File: src/core/acs_defs.svh
// timing counts and field positions for the scan sequencer
`ifndef ACS_DEFS_SVH
`define ACS_DEFS_SVH
// conversion clock divider: system clocks per conversion clock
`define ACS_CLK_DIV 4
// conversion clocks per normal conversion and extra conversion clocks added for a stabilised restart
`define ACS_CONV_CYC 16
`define ACS_STAB_EXTRA 8
`define ACS_SCAN_LEN 4
// channel select register fields (scan group base)
`define ACS_SEL_W 3
// irq status bits
`define ACS_IRQ_END_BIT 0
`endif

File: src/core/acs_pkg.sv
// types shared by the scan sequencer files
package acs_pkg;
    typedef enum logic [1:0] {
        ACS_STOP = 2'b00,
        ACS_STANDBY = 2'b01,
        ACS_CONV = 2'b10
    } acs_state_t;
    typedef struct packed {
        logic [1:0] slot;
        logic [11:0] data;
    } acs_result_t;
endpackage : acs_pkg

File: src/core/acs_clkdiv.sv
// conversion clock enable divider
`timescale 1ns/1ps
`default_nettype none
module acs_clkdiv #(
    parameter int DIV = 4
) (
    input wire logic clock_i,
    input wire logic rst_i,
    input wire logic align_i,
    output logic tick_o
);
    localparam int W = (DIV > 1) ? $clog2(DIV) : 1;
    logic [W-1:0] cnt_q;
    initial if (DIV < 2) $error("divider too small");
    // align restarts the phase so a restart begins on a fresh edge
    always_ff @(posedge clock_i or posedge rst_i)
    begin
        if (rst_i)
            cnt_q <= '0;
        else if (align_i || cnt_q == W'(DIV - 1))
            cnt_q <= '0;
        else
            cnt_q <= cnt_q + 1'b1;
    end
    assign tick_o = (cnt_q == W'(DIV - 1)) && !align_i;
endmodule : acs_clkdiv
`default_nettype wire

File: src/core/acs_scan.sv
// hardware trigger no-wait scan one-shot sequencer
// What this block does
// - restart on next conversion clock edge
// - first restarted conversion includes stabilisation time
// - enable from stop enters standby
// - start bit alone never begins conversion
// - trigger converts four slots in order
// - each result stored in own register
// - one end interrupt after fourth channel
// - after scan start stays set, standby
// - trigger mid-conversion aborts, restarts slot zero
// - select write aborts, restarts new group
// - start rewrite aborts, restarts slot zero
// - start clear aborts into standby, enabled
// - enable clear in standby stops converter
// - start clear means triggers ignored
`timescale 1ns/1ps
`default_nettype none
`include "acs_defs.svh"
module acs_scan #(
    parameter int DIV = `ACS_CLK_DIV,
    parameter int CONV_CYC = `ACS_CONV_CYC,
    parameter int STAB_EXTRA = `ACS_STAB_EXTRA
) (
    input wire logic clock_i,
    input wire logic rst_i,
    input wire logic [3:0] addr_i,
    input wire logic [15:0] wdata_i,
    input wire logic wr_i,
    input wire logic rd_i,
    output logic [15:0] rdata_o,
    input wire logic trigger_i,
    input wire logic [11:0] analog_data_i,
    output logic [`ACS_SEL_W-1:0] analog_chan_o,
    output acs_pkg::acs_state_t state_o,
    output logic irq_o
);
    import acs_pkg::*;

    // ----------------------------------------
    // register map
    // ----------------------------------------
    localparam logic [3:0] A_CTRL = 4'h0;
    localparam logic [3:0] A_SEL = 4'h1;
    localparam logic [3:0] A_STAT = 4'h2;
    localparam logic [3:0] A_MASK = 4'h3;
    localparam logic [3:0] A_RES0 = 4'h4;
    localparam int TOTAL = CONV_CYC + STAB_EXTRA;
    localparam int CW = $clog2(TOTAL + 1);

    // ----------------------------------------
    // elaboration checks
    // ----------------------------------------
    initial if (CONV_CYC < 1 || STAB_EXTRA < 0) $error("bad conversion count");
    // slot counter and result array are sized for exactly four slots
    initial if (`ACS_SCAN_LEN != 4) $error("scan length must be four");
    initial if (DIV < 2) $error("divider too small");

    // ----------------------------------------
    // pin synchroniser
    // ----------------------------------------
    logic trig_m_q, trig_s_q, trig_p_q;
    always_ff @(posedge clock_i or posedge rst_i)
    begin
        if (rst_i)
        begin
            trig_m_q <= 1'b0;
            trig_s_q <= 1'b0;
        end
        else
        begin
            trig_m_q <= trigger_i;
            trig_s_q <= trig_m_q;
        end
    end

    // previous settled level, for the rising edge only
    always_ff @(posedge clock_i or posedge rst_i)
    begin
        if (rst_i)
            trig_p_q <= 1'b0;
        else
            trig_p_q <= trig_s_q;
    end
    logic trig_ev;
    assign trig_ev = trig_s_q && !trig_p_q;

    // ----------------------------------------
    // control registers
    // ----------------------------------------
    logic enable_q, start_q;
    logic [`ACS_SEL_W-1:0] sel_q;
    logic mask_q, stat_q;
    logic wr_ctrl, wr_sel, wr_mask, rd_stat;
    logic en_val, start_val;

    // ----------------------------------------
    // write decode
    // ----------------------------------------
    assign wr_ctrl = wr_i && addr_i == A_CTRL;
    assign wr_sel = wr_i && addr_i == A_SEL;
    assign wr_mask = wr_i && addr_i == A_MASK;
    assign rd_stat = rd_i && addr_i == A_STAT;
    // start only sticks while enable is written with it
    assign en_val = wdata_i[0];
    assign start_val = wdata_i[1] && wdata_i[0];

    always_ff @(posedge clock_i or posedge rst_i)
    begin
        if (rst_i)
            enable_q <= 1'b0;
        else if (wr_ctrl)
            enable_q <= en_val;
    end

    always_ff @(posedge clock_i or posedge rst_i)
    begin
        if (rst_i)
            start_q <= 1'b0;
        else if (wr_ctrl)
            start_q <= start_val;
    end

    always_ff @(posedge clock_i or posedge rst_i)
    begin
        if (rst_i)
            sel_q <= '0;
        else if (wr_sel)
            sel_q <= wdata_i[`ACS_SEL_W-1:0];
    end

    always_ff @(posedge clock_i or posedge rst_i)
    begin
        if (rst_i)
            mask_q <= 1'b0;
        else if (wr_mask)
            mask_q <= wdata_i[`ACS_IRQ_END_BIT];
    end

    // ----------------------------------------
    // sequencer events
    // ----------------------------------------
    acs_state_t state_q;
    logic [1:0] slot_q;
    logic [CW-1:0] cnt_q;
    logic [CW-1:0] limit;
    logic stab_q;
    logic pend_q;
    logic tick;
    logic done;
    logic end_ev;
    logic restart;
    logic go;
    logic abort;
    logic live;
    logic step;

    // a control write in the trigger cycle wins, so start alone never converts
    assign go = state_q == ACS_STANDBY && enable_q && start_q &&
        trig_ev && !wr_ctrl;

    // start or enable cleared drops the slot in flight
    assign abort = state_q == ACS_CONV && (!start_q || !enable_q);
    assign live = state_q == ACS_CONV && start_q && enable_q;

    // restart events during conversion
    assign restart = live &&
        (trig_ev || wr_sel || (wr_ctrl && start_val));

    // ----------------------------------------
    // conversion clock
    // ----------------------------------------
    acs_clkdiv #(.DIV(DIV)) u_div (
        .clock_i(clock_i),
        .rst_i(rst_i),
        .align_i(restart),
        .tick_o(tick)
    );

    assign step = live && !restart && tick;

    // first slot after a restart carries the settling time
    assign limit = stab_q ? CW'(TOTAL - 1) : CW'(CONV_CYC - 1);
    assign done = step && !pend_q && cnt_q == limit;
    assign end_ev = done && slot_q == 2'(`ACS_SCAN_LEN - 1);

    // ----------------------------------------
    // state
    // ----------------------------------------
    always_ff @(posedge clock_i or posedge rst_i)
    begin
        if (rst_i)
            state_q <= ACS_STOP;
        else
        begin
            case (state_q)
                ACS_STOP:
                begin
                    if (enable_q)
                        state_q <= ACS_STANDBY;
                end
                ACS_STANDBY:
                begin
                    if (!enable_q)
                        state_q <= ACS_STOP;
                    else if (go)
                        state_q <= ACS_CONV;
                end
                ACS_CONV:
                begin
                    if (abort)
                        state_q <= ACS_STANDBY;
                    else if (end_ev)
                        state_q <= ACS_STANDBY;
                end
                default:
                    state_q <= ACS_STOP;
            endcase
        end
    end

    // ----------------------------------------
    // slot and cycle counters
    // ----------------------------------------
    always_ff @(posedge clock_i or posedge rst_i)
    begin
        if (rst_i)
            slot_q <= '0;
        else if (go || restart)
            slot_q <= '0;
        else if (done)
            slot_q <= slot_q + 2'd1;
    end

    // the aligning tick does not count toward the slot
    always_ff @(posedge clock_i or posedge rst_i)
    begin
        if (rst_i)
            cnt_q <= '0;
        else if (go || restart || done)
            cnt_q <= '0;
        else if (step && !pend_q)
            cnt_q <= cnt_q + 1'b1;
    end

    // ----------------------------------------
    // settling and alignment flags
    // ----------------------------------------
    always_ff @(posedge clock_i or posedge rst_i)
    begin
        if (rst_i)
            stab_q <= 1'b0;
        else if (restart)
            stab_q <= 1'b1;
        else if (go || done)
            stab_q <= 1'b0;
    end

    // the first tick only aligns, so a slot never starts mid conversion clock
    always_ff @(posedge clock_i or posedge rst_i)
    begin
        if (rst_i)
            pend_q <= 1'b0;
        else if (go || restart)
            pend_q <= 1'b1;
        else if (step)
            pend_q <= 1'b0;
    end

    // ----------------------------------------
    // results
    // ----------------------------------------
    acs_result_t cap;
    logic [11:0] res_q [`ACS_SCAN_LEN];
    assign cap = '{slot: slot_q, data: analog_data_i};

    // only a finished slot lands; an aborted one leaves the old value
    always_ff @(posedge clock_i or posedge rst_i)
    begin
        if (rst_i)
        begin
            for (int i = 0; i < `ACS_SCAN_LEN; i++)
                res_q[i] <= '0;
        end
        else if (done)
            res_q[cap.slot] <= cap.data;
    end

    // ----------------------------------------
    // interrupt
    // ----------------------------------------
    always_ff @(posedge clock_i or posedge rst_i)
    begin
        if (rst_i)
            stat_q <= 1'b0;
        else if (end_ev)
            stat_q <= 1'b1; // set beats the read clear
        else if (rd_stat)
            stat_q <= 1'b0;
    end
    assign irq_o = stat_q && mask_q;

    // ----------------------------------------
    // read port
    // ----------------------------------------
    localparam logic [3:0] A_RES_END = A_RES0 + 4'h4;
    logic [15:0] rd_mux;
    logic [1:0] rd_slot;
    assign rd_slot = addr_i[1:0];

    always_comb
    begin
        rd_mux = 16'h0000;
        if (addr_i == A_CTRL)
            rd_mux = {12'h000, state_q, start_q, enable_q};
        else if (addr_i == A_SEL)
            rd_mux = {13'h0000, sel_q};
        else if (addr_i == A_STAT)
            rd_mux = {15'h0000, stat_q};
        else if (addr_i == A_MASK)
            rd_mux = {15'h0000, mask_q};
        else if (addr_i >= A_RES0 && addr_i < A_RES_END)
            rd_mux = {4'h0, res_q[rd_slot]};
    end

    // data stays put between reads
    always_ff @(posedge clock_i or posedge rst_i)
    begin
        if (rst_i)
            rdata_o <= '0;
        else if (rd_i)
            rdata_o <= rd_mux;
    end

    // ----------------------------------------
    // outputs
    // ----------------------------------------
    // scan group base plus slot picks the analog input
    assign analog_chan_o = sel_q + `ACS_SEL_W'(slot_q);
    assign state_o = state_q;
endmodule : acs_scan
`default_nettype wire

File: config.mk
export PLATFORM = sky130hd
export DESIGN_NAME = acs_scan
export DESIGN_NICKNAME = d
export VERILOG_FILES = /design/src/core/acs_pkg.sv /design/src/core/acs_clkdiv.sv /design/src/core/acs_scan.sv
export VERILOG_INCLUDE_DIRS = /design/src /design/src/core
export SDC_FILE = /design/constraint.sdc
export NUM_CORES = 1
export LEC_CHECK = 0
export BUFFER_PORTS_ARGS = -buffer_cell sky130_fd_sc_hd__buf_2
export CORE_MARGIN = 2
export CORE_UTILIZATION = 30
export CTS_CLUSTER_DIAMETER = 80
export DETAILED_ROUTE_END_ITERATION = 16
export PLACE_DENSITY_LB_ADDON = 0.15
export SLEW_MARGIN = 20
export SYNTH_ARGS = -nofsm -noshare
export SYNTH_HDL_FRONTEND = slang
export SYNTH_SLANG_ARGS = --single-unit
File: constraint.sdc
create_clock -name clock_i -period 2.7 [get_ports clock_i]
set_input_delay 0.135 -clock clock_i [delete_from_list [all_inputs] [get_ports clock_i]]
set_output_delay 0.135 -clock clock_i [all_outputs]
set_load 0.02 [all_outputs]
==> summary.txt <==
Die
  • # IOs: 59
  • Full die area: 14,500 um2
  • Die Wd: 120 um
  • Std cell rows: 42
  • Die Span Y: 120 um
  • Core ar.: 13,200 um2
  • Starting density of the core: 30.7%

Finish
  • Multi-input gate area: 1790 um2
  • Diodes inserted: 0
  • Finished Layout Cells: 531
  • Register area: 2080 um2
  • Layout cell share with drive strength beyond 1: 39.2%
  • Synthesis-to-layout area growth: 18.5%
  • Nets: 395
  • Fillcell total: 1,340

STA
  • Setup violators final: 0
  • Setup tns final: 0 ns
  • Post-layout min period: 2.31 ns
  • Fmax: 433 MHz
  • Final Hold Vio Count: 0
  • Worst rel slew slack: 57.3%
  • Clk_skew: 0.00880 ns
  • WHS: 0.0216 ns
  • Tightest Pin Transition: 0.640 ns
  • Post-route clock period utilization: 85.6%
  • Final Max Tran Viols: 0
  • RSZ-0062 raised after global routing: false

Worst hold path
  • WHS Endpoint: sel_q[2]
  • HP Start: wdata_i[2]
  • Hold depth: 2
  • HP Class: primary input to flop

Clocking
  • Clk sinks: 83
  • Root buffer selected by CTS: clkbuf_16
  • Worst skew pair latency: 0.35 ns
  • CTS tree: done
  • Hold buffer count at CTS: 2
  • CTS H-tree lvls: 3
  • Post-CTS Setup Bufs: 0
  • CTS Buf Count: 9
  • Post_cts resized: 0
  • Max clock buf depth: 2
  • CTS clk-pin slew, worst paths: 0.06 ns

Synth
  • Post-Syn Area: 4070 um2
  • Mapped Cells: 299
  • Top-area cell type share of the netlist area: 51.1%
  • Cell variety after synth: 53
  • Mean Syn Cell Area: 13.6 um2
  • Async SR Flop Fraction: 100%
  • Yosys warns: 0
  • Seq/Total Area, Yosys: 51.1%
  • Most used flip-flop cell after synthesis: dfrtp_1
  • Synthesized flop and latch total: 83
  • Synth area leaders: dfrtp_1 (51%), mux2_4 (7.4%), mux2_2 (7.2%)
  • Synth area leader: dfrtp_1
  • Number of synthesized flops with an enable pin: 0

Placement
  • Placer Congestion: 0.713
  • Port Buffer Count: 41
  • Placed Instances: 513
  • Dpl hpwl: 6.31 mm

Critical path
  • Critical Path AT: 2.55 ns
  • Critical R2R Launch: u_div.cnt_q[0]
  • Setup CP Type: flop to flop
  • Register-to-register setup slack: 0.39 ns
  • Critical path startpoint category: flop
  • Worst r2r path cells: 6
  • Critical Path End Type: flop
  • Reg2reg end: res_q[37]
  • Crit Path Max Fanout: 7
  • CP required: 2.93 ns

Routing
  • Drc violations: 0
  • M1 WL: 4.12 mm
  • Met2 Wirelength: 4.45 mm
  • Max Used Layer: met4
  • Met3 Wirelength: 341 um
  • Initial DRC count: 97
  • Drt wl/cell: 17.1 um
  • Final ANT Viol Nets: 0
  • Drt total wl: 9.06 mm
  • Via/cell ratio: 4.75
  • Initial DRT Pass Iterations: 4
  • DR vias: 2,523

Power
  • PwrDens: 581 nW/um2
  • Leakage: 2.34 nW
  • Peak VDD IR: 545 uV

Global routing
  • Initial antenna violation count: 0
  • Gr ovfl total: 0
  • Vias in the first global route: 2,751
  • First-pass GRT wire length: 15.0 mm
  • Pin count of the biggest net entering global routing: 35
  • All-Layer GR Usage: 13.9%

Flow run
  • MaxCap Viol Count: 0

Status
  • Status: completed
## Yosys cell counts, types with 2 or more instances
master	number
a21o_1	2
o21ai_0	10
o31ai_1	2
buf_2	4
mux2_4	20
nand4b_1	3
and4b_1	3
nor3_1	3
dfrtp_1	83
mux4_2	13
nand2b_1	2
nand4_2	3
mux2_2	26
nand4_1	4
ha_1	7
nand2_1	6
o211ai_1	3
inv_1	28
o22ai_1	11
mux2i_1	4
clkbuf_1	4
mux2_1	7
a2111o_1	2
buf_4	7
or3_1	2
and2_1	2
nor2_1	2
a21oi_1	11
## sequential cells by signal (all words and copies together), names as in the netlist, 2 cells and up
name and flops:
res_q 48, rdata_o 12, cnt_q 5, sel_q 3, slot_q 2, state_o 2
u_div.cnt_q 2
## where the power goes
part	switching, mW	internal, mW
clock network	0.528	0.724
logic	0.145	0.0920
registers	0.0344	1.27
## per-stage QoR
step / worst slack, ns / area [um2] / power (mW) / util (%)
CTS: 0.353 / 4820 / 2.86 / 36.4
global placement: 0.366 / 4500 / 1.57 / 34.0
finish: 0.389 / 4820 / 2.80 / 36.4
detailed placement: 0.359 / 4500 / 1.58 / 34.0
floorplan: 0.428 / 4080 / 1.48 / -
global route: 0.243 / 4820 / 2.94 / 36.4
## metal layers
| layer | track usage [%] | vias to the layer above |
|---|---|---|
| li1 | - | 1192 |
| met1 | 17.7 | 1264 |
| met2 | 22.5 | 54 |
| met3 | 3.87 | 13 |
| met4 | 5.45 | 0 |
| met5 | 0 | - |
## worst max-delay path: stages (launching register included)
cell,delay (ns)
dfrtp_1,0.36
ha_1,0.18
inv_1,0.10
nor4_4,0.51
nand4_2,0.43
buf_4,0.32
mux2_4,0.30
## worst max path at each step
| stage | startpoint | end | slack, ns | cells past startpoint |
|---|---|---|---|---|
| after floorplan | rst_i | cnt_q[0] | 0.43 | 1 |
| after global placement | u_div.cnt_q[0] | res_q[36] | 0.37 | 6 |
| after detailed placement | cnt_q[0] | res_q[37] | 0.36 | 6 |
| after CTS | u_div.cnt_q[0] | res_q[37] | 0.35 | 6 |
| after global routing | u_div.cnt_q[0] | res_q[37] | 0.24 | 6 |
| final | u_div.cnt_q[0] | res_q[37] | 0.39 | 6 |
## final cells by class
| type | instances | share of cell area [%] |
|---|---|---|
| Tap cell | 176 | 4.57 |
| Multi-Input combinational cell | 174 | 37.2 |
| Inverter | 28 | 2.21 |
| Clock inverter | 7 | 1.56 |
| Clock buffer | 9 | 4.67 |
| Sequential cell | 83 | 43.1 |
| Timing Repair Buffer | 54 | 6.65 |
## logic make-up (layout without fill, tap and decap cells)
logic type	Yosys count	after routing	share of synthesized area [%]
flops	83	83	51.1
mux	70	70	24.7
compound gates	47	47	7.47
buf+inv	45	98	5.11
simple gates	44	44	8.71
fa+ha+maj	8	8	2.65
other cells	1	4	0.0922
xor+xnor	1	1	0.215
## placed cells by master (no fill, tap or decap), drive strengths merged, types with 2 or more instances in the layout
cell type	Yosys	final
dlygate4sd3	0	2
clkbuf	4	9
nor3	3	3
clkinv	0	4
o31ai	2	2
nor2	2	2
nand4b	4	4
o211ai	3	3
and2	2	2
ha	7	7
buf	13	52
mux2	53	53
o22ai	11	11
dfrtp	83	83
conb	1	4
a2111o	2	2
mux2i	4	4
nand2	6	6
o21ai	10	10
or3	2	2
a21o	2	2
and4b	3	3
mux4	13	13
a21oi	12	12
inv	28	30
nand4	8	8
nand2b	2	2
(Power assumes the default switching activity.)
